## config.mk

```make
export PLATFORM = sky130hd
export DESIGN_NAME = wtt_trigger
export DESIGN_NICKNAME = d
export VERILOG_FILES = /design/src/wtt_pkg.sv /design/src/wtt_trigger.sv
export SDC_FILE = /design/constraint.sdc
export NUM_CORES = 1
export LEC_CHECK = 0
export ABC_AREA = 0
export BUFFER_PORTS_ARGS = -buffer_cell sky130_fd_sc_hd__buf_2
export CAP_MARGIN = 20
export CORE_MARGIN = 4
export CORE_UTILIZATION = 46
export DETAILED_ROUTE_END_ITERATION = 16
export MAX_ROUTING_LAYER = met4
export PLACE_DENSITY_LB_ADDON = 0.25
export SYNTH_ARGS = -nofsm -noshare
export SYNTH_HDL_FRONTEND = slang
export SYNTH_SLANG_ARGS = --single-unit
```

## constraint.sdc

```tcl
create_clock -name core_clk -period 2.4 [get_ports core_clk]
set_input_delay 0.36 -clock core_clk [delete_from_list [all_inputs] [get_ports core_clk]]
set_output_delay 0.36 -clock core_clk [all_outputs]
set_load 0.02 [all_outputs]
```

## src/wtt_pkg.sv

```systemverilog
// constants for the watchpoint trace trigger block
// assumes a 32-bit apb slave on one clock, synchronous reset
package wtt_pkg;
   localparam logic [11:0] OFF_FCT0    = 12'h028;
   localparam logic [11:0] OFF_FCT1    = 12'h038;
   localparam logic [11:0] OFF_TBCTRL  = 12'h200;
   localparam logic [11:0] OFF_CMP0    = 12'h300;
   localparam logic [11:0] OFF_IRQSTAT = 12'h304;
   localparam logic [11:0] OFF_IRQCLR  = 12'h308;
   localparam logic [11:0] OFF_IRQEN   = 12'h30c;
   localparam logic [31:0] ZERO_WORD   = 32'h0000_0000;
   localparam logic [3:0]  NUM_COMP    = 4'h2;
   localparam int          MATCH_BIT   = 24;
   localparam int          DVADDR_BIT  = 12;
   localparam int          DVMATCH_BIT = 8;
   localparam int          CNT_LSB     = 28;
   localparam logic [3:0]  FN_OFF      = 4'h0;
   localparam logic [3:0]  FN_FETCH    = 4'h4;
   localparam logic [3:0]  FN_RD       = 4'h5;
   localparam logic [3:0]  FN_WR       = 4'h6;
   localparam logic [3:0]  FN_RW       = 4'h7;
endpackage : wtt_pkg

```

## src/wtt_trigger.sv

```systemverilog
// watchpoint comparator function, match flags and trace trigger control
// assumes an apb master on core_clk and per-comparator hit inputs from
// the comparators (address hits already masked, data hit from comparator 0)

// How it works
// - comparator 1 data fields read zero, ignore writes
// - match flag set when selected operation occurs
// - reading function register clears its match flag
// - action field selects disabled, fetch, read, write, read or write
// - masked comparator 1 address gives linked range
// - start wins when start and stop coincide
// - recorder obeys requests only when enabled
// - comparator count field reads two
// - comp1_action picks stop or start
// - comp0_action zero issues trace stop
// - address match on comparator 0 when data disabled
// - data match alone when not linked
// - linked mode needs data and address together
// - reserved bits always read zero
// - data enable picks address or data compare
module wtt_trigger (
   input  wire logic        core_clk,
   input  wire logic        rst,
   input  wire logic        psel,
   input  wire logic        penable,
   input  wire logic        pwrite,
   input  wire logic [11:0] paddr,
   input  wire logic [31:0] pwdata,
   output logic      [31:0] prdata,
   output logic             pready,
   output logic             pslverr,
   input  wire logic        busFetch,
   input  wire logic        busRead,
   input  wire logic        busWrite,
   input  wire logic        addrHit0,
   input  wire logic        dataHit0,
   input  wire logic        addrHit1,
   input  wire logic        startTriggerEnable,
   input  wire logic        stopTriggerEnable,
   output logic             traceStartPulse,
   output logic             traceStopPulse,
   output logic             traceRecording,
   output logic             irq
);
   // comparator function fields
   logic [3:0]  fn0_q;
   logic [3:0]  fn1_q;
   logic        dvMatch_q;
   logic        dvAddr_q;
   // sticky match flags, cleared by a read of their register
   logic        match0_q;
   logic        match1_q;
   // per-comparator choice of start or stop request
   logic        act0_q;
   logic        act1_q;
   // recorder state as seen inside the block
   logic        recording_q;
   // interrupt status and enable, one bit per event
   logic [3:0]  irqStat_q;
   logic [3:0]  irqEn_q;
   logic [3:0]  irqSet;
   logic [3:0]  irqClr;
   // qualified comparator hits of this cycle
   logic        hit0;
   logic        hit1;
   // flag rises and the requests they raise
   logic        rise0;
   logic        rise1;
   logic        req0Start;
   logic        req0Stop;
   logic        req1Start;
   logic        req1Stop;
   logic        start_d;
   logic        stop_d;
   // apb phase decode
   logic        setup;
   logic        wrAcc;
   logic        rdAcc;
   // read word assembled during the setup cycle
   logic [31:0] rdWord;
   logic        rdErr;

   // fixed one-wait-free apb: answer in the access phase
   assign setup = psel & ~penable;
   assign wrAcc = psel & penable & pwrite;
   assign rdAcc = psel & penable & ~pwrite;

   function automatic logic opHit(input logic [3:0] fn);
      case (fn)
         wtt_pkg::FN_FETCH: opHit = busFetch;
         wtt_pkg::FN_RD:    opHit = busRead;
         wtt_pkg::FN_WR:    opHit = busWrite;
         wtt_pkg::FN_RW:    opHit = busRead | busWrite;
         default:           opHit = 1'b0;
      endcase
   endfunction : opHit

   // write access to one register offset
   function automatic logic wrTo(input logic [11:0] a);
      wrTo = wrAcc && (paddr == a);
   endfunction : wrTo

   // read access to one register offset
   function automatic logic rdFrom(input logic [11:0] a);
      rdFrom = rdAcc && (paddr == a);
   endfunction : rdFrom

   always_comb begin
      if (!dvMatch_q) begin
         hit0 = addrHit0 & opHit(fn0_q);
      // linked data plus address, range via masked hit
      end else if (dvAddr_q) begin
         hit0 = dataHit0 & addrHit1 & opHit(fn0_q);
      end else begin
         hit0 = dataHit0 & opHit(fn0_q);
      end
      // addrHit1 also feeds comp 0 in linked use; comparator 1 keeps its own hit
      hit1 = addrHit1 & opHit(fn1_q);
   end

   // comparator 0 sticky flag, cleared by a read
   // a hit in the clearing cycle wins so no match is lost
   always_ff @(posedge core_clk) begin
      if (rst)
         match0_q <= 1'b0;
      else if (hit0)
         match0_q <= 1'b1;
      else if (rdFrom(wtt_pkg::OFF_FCT0))
         match0_q <= 1'b0;
   end

   // comparator 1 sticky flag, same clear rule
   always_ff @(posedge core_clk) begin
      if (rst)
         match1_q <= 1'b0;
      else if (hit1)
         match1_q <= 1'b1;
      else if (rdFrom(wtt_pkg::OFF_FCT1))
         match1_q <= 1'b0;
   end

   // comparator 0 keeps action, data enable and link select
   always_ff @(posedge core_clk) begin
      if (rst) begin
         fn0_q     <= wtt_pkg::FN_OFF;
         dvMatch_q <= 1'b0;
         dvAddr_q  <= 1'b0;
      end else if (wrTo(wtt_pkg::OFF_FCT0)) begin
         fn0_q     <= pwdata[3:0];
         dvMatch_q <= pwdata[wtt_pkg::DVMATCH_BIT];
         dvAddr_q  <= pwdata[wtt_pkg::DVADDR_BIT];
      end
   end

   // comparator 1 keeps only its action field
   // its data enable, link and size bits are dropped on write
   always_ff @(posedge core_clk) begin
      if (rst)
         fn1_q <= wtt_pkg::FN_OFF;
      else if (wrTo(wtt_pkg::OFF_FCT1))
         fn1_q <= pwdata[3:0];
   end

   always_ff @(posedge core_clk) begin
      if (rst) begin
         act0_q <= 1'b0;
         act1_q <= 1'b0;
      end else if (wrTo(wtt_pkg::OFF_TBCTRL)) begin
         act0_q <= pwdata[0];
         act1_q <= pwdata[1];
      end
   end

   // interrupt enable, same layout as status
   always_ff @(posedge core_clk) begin
      if (rst)
         irqEn_q <= 4'h0;
      else if (wrTo(wtt_pkg::OFF_IRQEN))
         irqEn_q <= pwdata[3:0];
   end

   // requests fire only when a flag rises, so a flag left set
   // by an unread match does not repeat its request
   assign rise0 = hit0 & ~match0_q;
   assign rise1 = hit1 & ~match1_q;

   assign req0Start = rise0 & act0_q;
   assign req0Stop  = rise0 & ~act0_q;

   assign req1Start = rise1 & act1_q;
   assign req1Stop  = rise1 & ~act1_q;

   // both may rise together; the recorder gives start priority
   assign start_d = req0Start | req1Start;
   assign stop_d  = req0Stop | req1Stop;

   always_ff @(posedge core_clk) begin
      if (rst) begin
         traceStartPulse <= 1'b0;
         traceStopPulse  <= 1'b0;
      end else begin
         traceStartPulse <= start_d;
         traceStopPulse  <= stop_d;
      end
   end

   // recorder state: gated, start first
   always_ff @(posedge core_clk) begin
      if (rst)
         recording_q <= 1'b0;
      else if (traceStartPulse && startTriggerEnable)
         recording_q <= 1'b1;
      else if (traceStopPulse && stopTriggerEnable)
         recording_q <= 1'b0;
   end
   always_ff @(posedge core_clk) begin
      if (rst) traceRecording <= 1'b0;
      else     traceRecording <= recording_q;
   end

   // irq events: match0, match1, start, stop
   assign irqSet = {stop_d, start_d, hit1, hit0};

   // write-one-to-clear; an event in the same cycle keeps its bit
   assign irqClr = wrTo(wtt_pkg::OFF_IRQCLR) ? pwdata[3:0] : 4'h0;

   always_ff @(posedge core_clk) begin
      if (rst)
         irqStat_q <= 4'h0;
      else
         irqStat_q <= (irqStat_q & ~irqClr) | irqSet;
   end
   always_ff @(posedge core_clk) begin
      if (rst) irq <= 1'b0;
      else     irq <= |(irqStat_q & irqEn_q);
   end

   // read word built from the current state; a hit of this cycle is
   // folded into the flag so the clear that follows cannot lose it
   always_comb begin
      rdWord = wtt_pkg::ZERO_WORD;
      rdErr  = 1'b0;
      case (paddr)
         wtt_pkg::OFF_FCT0: begin
            rdWord[3:0]                  = fn0_q;
            rdWord[wtt_pkg::DVMATCH_BIT] = dvMatch_q;
            rdWord[wtt_pkg::DVADDR_BIT]  = dvAddr_q;
            rdWord[wtt_pkg::MATCH_BIT]   = match0_q | hit0;
         end
         wtt_pkg::OFF_FCT1: begin
            rdWord[3:0]                = fn1_q;
            rdWord[wtt_pkg::MATCH_BIT] = match1_q | hit1;
         end
         wtt_pkg::OFF_TBCTRL: begin
            rdWord[wtt_pkg::CNT_LSB+:4] = wtt_pkg::NUM_COMP;
            rdWord[1:0]                 = {act1_q, act0_q};
         end
         wtt_pkg::OFF_CMP0: begin
            rdWord[0] = recording_q;
         end
         wtt_pkg::OFF_IRQSTAT: begin
            rdWord[3:0] = irqStat_q;
         end
         wtt_pkg::OFF_IRQEN: begin
            rdWord[3:0] = irqEn_q;
         end
         // write-only clear register reads zero
         wtt_pkg::OFF_IRQCLR: begin
            rdWord = wtt_pkg::ZERO_WORD;
         end
         default: begin
            rdErr = 1'b1;
         end
      endcase
   end

   // read data registered in setup; answer in access phase, no waits
   always_ff @(posedge core_clk) begin
      if (rst) begin
         prdata  <= wtt_pkg::ZERO_WORD;
         pready  <= 1'b0;
         pslverr <= 1'b0;
      end else begin
         pready  <= setup;
         pslverr <= setup & rdErr;
         prdata  <= setup ? rdWord : wtt_pkg::ZERO_WORD;
      end
   end
endmodule : wtt_trigger

```

* Yosys cells after proc, flatten, opt, wreduce, memory -nomap -nowiden
Index checks and enable logic that the tools add are counted.
** Storage, ports and cells
- Register bits :: 61
- Bits of input ports :: 57
- Output and inout port bits :: 38
- Word-level logic and storage cells :: 106
** Operators by class
- Equal/unequal tests :: 15
- Muxes and demuxes :: 22
- Bitwise logic cells :: 33
- Reductions and logical operators :: 16
** Operators with widths (count)
- == test 12 x 10 -> 1 bit, second input constant :: 5
- == test 4 x 3 -> 1 bit, second input constant :: 8
- == test 12 x 6 -> 1 bit, second input constant :: 2
- bitwise AND 1 bit :: 16
- two-way mux 1 bit :: 14
- logical AND 1 bit :: 9
- bitwise AND 4 bit :: 2
- inverter 1 bit :: 8
- case mux 1 bit (4 select lines) :: 2
- case mux 2 bit (4 select lines) :: 1
- OR reduction 7 bit :: 1
- case mux 1 bit (6 select lines) :: 1
- nonzero test 2 bit :: 3
- bitwise OR 1 bit :: 5
- case mux 1 bit (5 select lines) :: 1
- two-way mux 4 bit :: 1
- inverter 4 bit :: 1
- bitwise OR 4 bit :: 1
- OR reduction 4 bit :: 1
- OR reduction 3 bit :: 1
- two-way mux 2 bit :: 1
- case mux 1 bit (2 select lines) :: 1
- OR reduction 2 bit :: 1

* Logic depth before layout (Yosys ltp)
Gate-level depths: netlist of run 1.
- Word-level depth :: 11
- Gate-level depth with buffers :: 6

* Worst setup path after synthesis of run 1
No wires, ideal clock.
- Kind :: input to register
- Start :: in paddr[7]
- End :: reg fn1_q[0]
- Arrival :: 1897 ps
- Data required time :: 2268 ps
- Setup slack :: 371 ps
- Cell stages on the path :: 5
- Buffers on the path :: 1
- Cells stage by stage :: or4_4 -> or4_4 -> buf_6 -> o31ai_2 -> a21oi_1
** On the way
- Longest elaborated chain between the ends :: 2
** RTL lines
- from (decl) :: line wtt_trigger.sv:27 : input wire logic [11:0] paddr,
- == test 12 x 6 -> 1 bit :: line wtt_trigger.sv:100 : wrTo = wrAcc && (paddr == a);
- logical AND 1 bit :: line wtt_trigger.sv:100
- to (signal assigned) :: line wtt_trigger.sv:159 : fn1_q <= wtt_pkg::FN_OFF;
- to (signal assigned) :: line wtt_trigger.sv:161 : fn1_q <= pwdata[3:0];
- to (decl) :: line wtt_trigger.sv:47 : logic [3:0] fn1_q;
Every way passes these cells.
A chain may end at the register's enable or synchronous reset.

* Worst setup path after layout of run 1
- Start :: in paddr[7]
- End :: reg match1_q
** On the way
- Longest elaborated chain between the ends :: 3
** RTL lines
- == test 12 x 6 -> 1 bit :: line wtt_trigger.sv:105 : rdFrom = rdAcc && (paddr == a);
- logical AND 1 bit :: line wtt_trigger.sv:105
- nonzero test 2 bit (no line)
- to (signal assigned) :: line wtt_trigger.sv:135 : match1_q <= 1'b0;
- to (signal assigned) :: line wtt_trigger.sv:137 : match1_q <= 1'b1;
- to (signal assigned) :: line wtt_trigger.sv:139 : match1_q <= 1'b0;
- to (decl) :: line wtt_trigger.sv:52 : logic match1_q;
Every way passes these cells.

==> flow_metrics.py, run 1 <==
metrics = {
    "power_and_ir_drop": {
        "p_total_mw": 1.164,
        "p_seq_share_pct": 52.8,
        "power.share.combinational_pct": 10.8,
        "swShare_pct": 26.96,
        "leakage_nw": 0.8902,
        "switchingPower_mw": 0.3138,
        "powerDensity_nw_per_um2": 525.0,
        "p_int_mw": 0.8501,
        "p_clk_share_pct": 36.4,
        "peakVddDrop_uv": 264.4,
    },
    "sta": {
        "finalSetupTns_ns": 0,
        "fmax_mhz": 513.7,
        "drv_slew": 0,
        "setup-violations-final": 0,
        "layout_min_cycle_time_ns": 1.947,
        "tightest_slew_ns": 0.5154,
        "slew_headroom_pct": 65.61,
        "hold_viol": 0,
        "rsz0062_at_grt": "no",
        "clock_skew_ns": 0.006657,
        "min_period_over_period_pct": 81.11,
    },
    "routing": {
        "antenna_left": 0,
        "vias_per_cell": 5.735,
        "first_iter_violations": 213,
        "wirelength_um": 4942,
        "wl_per_cell_um": 15.40,
        "via_count": 1841,
        "drc": 0,
        "dr.pass1.iters": 4,
    },
    "final_layout": {
        "area_delta_synth_final_pct": 13.52,
        "antenna_cells": 0,
        "multi_input_area_um2": 1032,
        "final_area_um2": 2217,
        "utilization_pct": 54.64,
        "layout-drive-gt1-share_pct": 26.94,
        "nets": 327,
        "ff_latch_area_um2": 740.7,
        "fillers": 421,
    },
    "yosys": {
        "yosys-top-cells-area": "dfxtp_1 38%, buf_4 9.2%, a21oi_1 6.1%",
        "synth_seq_cells": 37,
        "postSynthAreaPerCell_um2": 8.642,
        "synth.top_cell.area_share_pct": 37.92,
        "syn_inst": 226,
        "async_flop_share_pct": 0,
        "ys_warn_count": 0,
        "synth_top_flop_cell": "dfxtp_1",
        "yosysSeqAreaShare_pct": 37.92,
        "synth_area_um2": 1953,
        "synth_edf_count": 0,
        "yosys.area.top_type": "dfxtp_1",
        "ys_types": 46,
    },
    "run": {
        "drv_cap": 0,
    },
    "grt": {
        "grt_pass1_wl_um": 7831,
        "grtUsageTotal_pct": 19.52,
        "antenna_found_initial": 0,
        "grt_overflow": 0,
        "grt_max_degree": 20,
        "grt_pass1_vias": 1666,
    },
    "placement": {
        "io_buffers": 44,
        "hpwlAfterDp_um": 3681,
        "place_area_um2": 2135,
        "gp_congestion": 0.8797,
    },
    "worst_setup_path": {
        "startpoint_type": "input pin",
        "crit_type": "input pin to register",
        "cp_data_required_time_ns": 2.55,
        "arrival_ns": 2.10,
        "cp_max_fo": 13,
        "end_kind": "register",
    },
    "floorplanning": {
        "rows": 23,
        "fp.dieW_um": 73.16,
        "die_y_um": 73.16,
        "core_um2": 4058,
        "pin_count": 95,
        "dieArea_um2": 5352,
        "start_util_pct": 48.13,
    },
    "outcome": {
        "status": "completed",
    },
    "cts": {
        "ctsRootBufferMaster": "clkbuf_8",
        "cts_tree": "done",
        "clk-insertion-delay-late_ns": 0.29,
        "cts_buffer_depth": 2,
        "holdBufCountCts": 0,
        "cts_resized": 0,
        "h-tree-depth": 2,
        "clkTransAtPathRegs_ns": 0.07,
        "cts_buffers": 5,
        "cts.sinks": 37,
        "cts_setup_buffers": 0,
    },
    "worst_hold_path": {
        "min_path_type": "input pin to register",
    },
}
cell families after synthesis:
family	synth area share, %
simple gates	23.89
compound gates	21.53
buf+inv	13.64
flops	37.92
mux	2.819
other cells	0.1920
metrics by stage:
step / hold slack [ns] / worst slack, ns / std cells
3_5_place_dp: 0.4737 / 0.1396 / 313
5_1_grt: 0.3433 / 0.3173 / 321
6_report: 0.3331 / 0.4533 / 321
4_1_cts: 0.3386 / 0.4521 / 321
3_3_place_gp: 0.4728 / 0.1710 / 313
2_1_floorplan: 0.4496 / 0.3706 / 249
per-layer routing:
layer	global-route usage (%)	routed length (µm)	vias up
met5	-	0	-
met4	8.607	53	0
met3	3.444	474	4
met2	29.39	2330	103
met1	25.49	2084	852
li1	-	-	882
registers in the layout, indices dropped and copies added, names as in the netlist, 4 cells and up:
name and count:
irqStat_q 4, prdata 8, fn1_q 4, irqEn_q 4
fn0_q 4
worst max-delay path, stage by stage:
cell and delay (ns):
buf_2 0.09, or4_4 0.52, or4_4 0.66, o41ai_1 0.35
a21oi_1 0.11
cell usage in the layout, fill, tap and decap left out, types with 7 or more instances in the layout:
cell type	n
nand3_1	7
nor4_1	7
conb_1	24
dfxtp_1	37
o21ai_0	16
a22oi_1	7
nand4_1	10
nor2_1	7
buf_4	7
a21oi_1	24
nand2_1	9
buf_2	44
inv_1	7
area by class of cell:
cell class              instances  share of cell area (%)
clock buffers                   6                   3.273
flip-flops and latches         37                   33.41
clock inverters                 2                  0.4515
repair buffers                 51                   12.30
well taps                      50                   2.822
inverters                       7                   1.185
multi-input cells             168                   46.56
worst paths after layout:
| path | from | end | slack (ns) | cells after the start |
|---|---|---|---|---|
| worst min-delay path | startTriggerEnable | recording_q$_SDFFE_PP0P_ | 0.33 | 3 |
| worst min register to register | dvAddr_q$_SDFFE_PP0P_ | dvAddr_q$_SDFFE_PP0P_ | 0.49 | 2 |
| worst max-delay path | paddr[7] | match1_q$_SDFFE_PP0P_ | 0.45 | 5 |
| worst max register to register | fn1_q[0]$_SDFFE_PP0P_ | irqStat_q[2]$_SDFF_PP0_ | 0.83 | 4 |
power by group through the flow:
stage          Clock, mW  Combinational (mW)  Sequential [mW]
2_1_floorplan          0               0.105            0.631
3_3_place_gp           0               0.123            0.629
3_5_place_dp           0               0.123            0.629
4_1_cts            0.432               0.123            0.615
5_1_grt            0.449               0.137            0.615
6_report           0.424               0.125            0.615
synthesized netlist by cell type (2+ instances only):
| master | n |
|---|---|
| o21ai_0 | 16 |
| nor3_1 | 3 |
| buf_4 | 24 |
| a21oi_1 | 24 |
| o41ai_1 | 2 |
| clkbuf_1 | 6 |
| nor4_1 | 7 |
| and3_1 | 3 |
| nor2_1 | 7 |
| nand4_1 | 10 |
| buf_2 | 3 |
| nand2b_1 | 3 |
| or4_1 | 4 |
| or3_1 | 4 |
| nor4_4 | 2 |
| a22oi_1 | 7 |
| or4_4 | 2 |
| o31ai_2 | 3 |
| nand2_1 | 9 |
| nor3b_1 | 4 |
| o31ai_1 | 2 |
| inv_1 | 7 |
| nand3_1 | 7 |
| or2_2 | 2 |
| nor2b_1 | 2 |
| or3b_2 | 2 |
| mux2_2 | 4 |
| dfxtp_1 | 37 |
| buf_1 | 3 |
Power figures use the tool's default switching activity.
==> run 2, diff against run 1 <==
- clock period: 2.4 -> 1.8 ns (I/O delays scaled with it)
==> run 2 against run 1 <==
Effect of this change: sequential cell count is the same; via count rose by 3.0%; cell count is 6.5% higher; first-iteration DRC count is 38% lower; register-to-register slack worse by 0.59 ns; critical path depth rose by 1; largest cell class unchanged.
==> flow_metrics.py, run 2 (same netlist as run 1, synthesis figures left out) <==
metrics = {
    "outcome": {
        "status": "completed",
    },
    "cts": {
        "holdBufCountCts": 0,
        "cts.sinks": 37,
        "cts_buffer_depth": 2,
        "cts_resized": 0,
        "cts_buffers": 5,
        "cts_setup_buffers": 0,
        "cts_tree": "done",
        "ctsRootBufferMaster": "clkbuf_8",
        "clk-insertion-delay-late_ns": 0.29,
        "h-tree-depth": 2,
        "clkTransAtPathRegs_ns": 0.07,
    },
    "grt": {
        "grt_pass1_vias": 1815,
        "grt_overflow": 0,
        "antenna_found_initial": 0,
        "grtUsageTotal_pct": 20.67,
        "grt_max_degree": 29,
        "grt_pass1_wl_um": 8293,
    },
    "placement": {
        "hpwlAfterDp_um": 3861,
        "dp_slack_ns": -0.2377,
        "io_buffers": 44,
        "placed_cells": 334,
        "gp_congestion": 0.8919,
    },
    "final_layout": {
        "largest_reg_flops": 8,
        "final_common_cell": "buf_2",
        "mostFrequentLayoutCells": "44 x buf_2, 37 x dfxtp_1, 28 x buf_4",
        "regMostFlops": "prdata",
        "fin_cells": 342,
        "layout-drive-gt1-share_pct": 33.56,
        "area_delta_synth_final_pct": 22.49,
        "nets": 348,
        "antenna_cells": 0,
    },
    "sta": {
        "hold_viol": 0,
        "fmax_mhz": 576.2,
        "slew_headroom_pct": 63.35,
        "layout_min_cycle_time_ns": 1.736,
        "drv_slew": 0,
        "rsz0062_at_grt": "no",
        "setup_ws_ns": 0.06437,
        "setup-violations-final": 0,
        "tightest_slew_ns": 0.5448,
        "holdWs_ns": 0.2386,
        "clock_skew_ns": 0.007080,
        "min_period_over_period_pct": 96.42,
        "finalSetupTns_ns": 0,
    },
    "floorplanning": {
        "start_util_pct": 48.13,
        "fp.dieW_um": 73.16,
        "core_um2": 4058,
        "pin_count": 95,
        "rows": 23,
        "dieArea_um2": 5352,
        "die_y_um": 73.16,
    },
    "worst_setup_path": {
        "slowest_stage": "or4_4",
        "cp_top_family": "simple AND/OR/NAND/NOR gates",
        "crit_buf_inv": 2,
        "arrival_ns": 1.90,
        "cp_max_fo": 11,
        "max_stage_delay_ns": 0.57,
        "path_common_cell": "or4_4",
        "crit_type": "input pin to register",
        "startpoint_type": "input pin",
        "cp_data_required_time_ns": 1.96,
        "end_kind": "register",
        "path_cells": "buf_2 > or4_4 > buf_4 > or4_4 > o21ai_1 > a21oi_1",
    },
    "routing": {
        "first_iter_violations": 133,
        "vias_per_cell": 5.544,
        "wirelength_um": 5140,
        "via_count": 1896,
        "drc": 0,
        "wl_per_cell_um": 15.03,
        "dr.pass1.iters": 4,
        "antenna_left": 0,
    },
    "power_and_ir_drop": {
        "powerDensity_nw_per_um2": 651.0,
        "leakage_nw": 0.9975,
        "p_total_mw": 1.557,
        "peakVddDrop_uv": 373.8,
    },
    "worst_hold_path": {
        "min_path_type": "input pin to register",
    },
    "run": {
        "drv_cap": 0,
    },
}
-- run 2: per-layer routing --
layer  part of all wire, %  GRT usage (%)  vias up
li1                      -              -      923
met1                    44          25.57      868
met2                    45          31.58       93
met3                   8.0          5.096       12
met4                   2.4          9.426        0
met5                     0              -        -
-- run 2: report_power, final --
part | total (mW) | switching, mW | internal, mW
combinational | 0.190 | 0.129 | 0.0611
sequential | 0.820 | 0.000498 | 0.820
clock | 0.547 | 0.279 | 0.268
total | 1.56 | 0.408 | 1.15
-- run 2: worst paths after layout --
path         cells past startpoint                   from                        to  slack, ns
min reg2reg                      2  fn1_q[2]$_SDFFE_PP0P_     fn1_q[2]$_SDFFE_PP0P_       0.49
min                              3     startTriggerEnable  recording_q$_SDFFE_PP0P_       0.24
max reg2reg                      4  fn1_q[0]$_SDFFE_PP0P_   irqStat_q[2]$_SDFF_PP0_       0.24
max                              6              paddr[10]   irqEn_q[3]$_SDFFE_PP0P_       0.06
-- run 2: per-stage QoR --
stage	instance area, µm²	utilization [%]
after floorplan	2063	-
after global placement	2303	56.77
after detailed placement	2303	56.77
after CTS	2386	58.80
after global routing	2392	58.96
final	2392	58.96
-- run 2: area by class of cell --
type,count,area [µm²]
Fill cell,381,1665
Inverter,7,26.28
Timing Repair Buffer,72,430.4
Multi-Input combinational cell,168,1050
Sequential cell,37,740.7
Clock buffer,6,72.57
Clock inverter,2,10.01
Tap cell,50,62.56
-- run 2: worst reg2reg max path, delay by kind of cell (launching register included) --
family             cells  cell delay [ns]
and+or+nand+nor        1             0.13
AOI/OAI and AO/OA      3             0.97
DFF                    1             0.35
==> run 3, diff against run 2 <==
- CORE_UTILIZATION: 46 -> 48
- CTS_BUF_LIST: not set -> sky130_fd_sc_hd__clkbuf_2
==> run 3 against run 2 <==
Effect of this change: hold slack worse by 0.15 ns; clock skew up 0.013 ns; wire length down 1.9%; critical endpoint is now match1_q$_SDFFE_PP0P_; utilization up 1.7 points; global-route usage down 0.63 points; count of clock-buffer cells in the layout unchanged; sequential cell count unchanged; register-to-register slack better by 0.02 ns; sequential power about the same; final area down 3.7%; sequential share of layout area up 1.2 points.
==> flow_metrics.py, run 3 (same netlist as run 1, synthesis figures left out) <==
metrics = {
    "floorplanning": {
        "core_um2": 3799,
        "fp.dieW_um": 71.79,
        "start_util_pct": 51.42,
        "pin_count": 95,
        "die_y_um": 71.79,
        "dieArea_um2": 5154,
        "rows": 22,
    },
    "sta": {
        "rsz0062_at_grt": "no",
        "layout_min_cycle_time_ns": 1.603,
        "fmax_mhz": 624.0,
        "holdWs_ns": 0.09331,
        "drv_slew": 0,
        "clock_skew_ns": 0.02025,
        "hold_viol": 0,
        "setup-violations-final": 0,
        "tightest_slew_ns": 0.5057,
        "min_period_over_period_pct": 89.03,
        "slew_headroom_pct": 65.97,
    },
    "worst_setup_path": {
        "cp_max_fo": 5,
        "cp_top_family": "simple AND/OR/NAND/NOR gates",
        "max_stage_delay_ns": 0.55,
        "cp.depth": 5,
        "crit_type": "input pin to register",
        "path_cells": "buf_2 > or4_4 > or4_4 > o41ai_1 > a21oi_1",
        "slowest_stage": "or4_4",
        "arrival_ns": 1.88,
        "reg2regPathDepth": 4,
        "cp_data_required_time_ns": 2.08,
        "end_kind": "register",
        "startpoint_type": "input pin",
        "crit_buf_inv": 1,
        "ff2ff_setup_slack_ns": 0.26,
        "path_common_cell": "or4_4",
    },
    "power_and_ir_drop": {
        "p_clk_share_pct": 27.4,
        "peakVddDrop_uv": 307.1,
        "switchingPower_mw": 0.4095,
        "powerDensity_nw_per_um2": 602.0,
        "swShare_pct": 29.53,
        "p_total_mw": 1.387,
        "power.share.combinational_pct": 13.3,
        "p_int_mw": 0.9771,
        "leakage_nw": 0.9595,
        "p_seq_share_pct": 59.3,
    },
    "outcome": {
        "status": "completed",
    },
    "final_layout": {
        "utilization_pct": 60.64,
        "area_delta_synth_final_pct": 17.94,
        "final_area_um2": 2303,
        "largest_reg_flops": 8,
        "layout-drive-gt1-share_pct": 32.40,
        "regMostFlops": "prdata",
        "fillers": 355,
        "mostFrequentLayoutCells": "44 x buf_2, 37 x dfxtp_1, 24 x a21oi_1, 24 x conb_1, 23 x buf_4",
        "nets": 343,
        "antenna_cells": 0,
        "final_common_cell": "buf_2",
        "fin_cells": 335,
    },
    "cts": {
        "clkTransAtPathRegs_ns": 0.18,
        "cts_buffer_depth": 2,
        "clk-insertion-delay-late_ns": 0.40,
        "cts_resized": 0,
        "cts.sinks": 37,
        "cts_tree": "done",
        "cts_setup_buffers": 0,
        "ctsRootBufferMaster": "clkbuf_2",
        "holdBufCountCts": 0,
        "h-tree-depth": 2,
        "cts_buffers": 5,
    },
    "placement": {
        "hpwlAfterDp_um": 3820,
        "place_area_um2": 2263,
        "gp_congestion": 0.8925,
        "io_buffers": 44,
        "placed_cells": 327,
    },
    "grt": {
        "antenna_found_initial": 0,
        "grt_pass1_vias": 1656,
        "grtUsageTotal_pct": 20.04,
        "grt_overflow": 0,
        "grt_max_degree": 27,
        "grt_pass1_wl_um": 7838,
    },
    "routing": {
        "dr.pass1.iters": 5,
        "wl_per_cell_um": 15.05,
        "wirelength_um": 5043,
        "via_count": 1865,
        "vias_per_cell": 5.567,
        "first_iter_violations": 154,
        "antenna_left": 0,
        "drc": 0,
    },
    "run": {
        "drv_cap": 0,
    },
    "worst_hold_path": {
        "min_path_type": "input pin to register",
        "hold_depth": 2,
    },
}
## run 3: cell types whose count changed in the layout (fill, tap and decap cells not counted), sizes merged
cell  before  now
buf       72   67
## run 3: power by group through the flow
| stage | registers [mW] | clock network (mW) | logic [mW] |
|---|---|---|---|
| detailed placement | 0.839 | 0 | 0.181 |
| global placement | 0.839 | 0 | 0.180 |
| CTS | 0.822 | 0.386 | 0.182 |
| global route | 0.823 | 0.410 | 0.199 |
| floorplan | 0.842 | 0 | 0.144 |
| finish | 0.822 | 0.380 | 0.184 |
## run 3: metal layers
layer	track usage (%)	routed length (µm)	up-vias
met3	4.769	424	6
met1	25.36	2147	856
met2	31.73	2413	83
li1	-	-	920
met5	-	0	-
met4	5.846	59	0
## run 3: layout make-up
cell class / count / area, µm² / area share [%]
well taps: 48 / 60.06 / 2.607
clock buffers: 6 / 30.03 / 1.304
inverters: 7 / 26.28 / 1.141
clock inverters: 2 / 10.01 / 0.4345
flip-flops and latches: 37 / 740.7 / 32.16
multi-input cells: 168 / 1044 / 45.30
repair buffers: 67 / 392.9 / 17.06
## run 3: metrics by stage
stage	setup WS [ns]	TNS, ns
global placement	-0.2173	-4.403
detailed placement	-0.2530	-4.829
finish	0.1975	0
floorplan	-0.06502	-0.4947
CTS	0.2039	0
global route	0.1111	0
## run 3: final timing paths
check                               start                        to
setup / recovery                paddr[10]     match1_q$_SDFFE_PP0P_
setup reg to reg    fn1_q[0]$_SDFFE_PP0P_   irqStat_q[2]$_SDFF_PP0_
hold reg to reg   irqStat_q[2]$_SDFF_PP0_      prdata[2]$_SDFF_PP0_
hold / removal                        rst  recording_q$_SDFFE_PP0P_
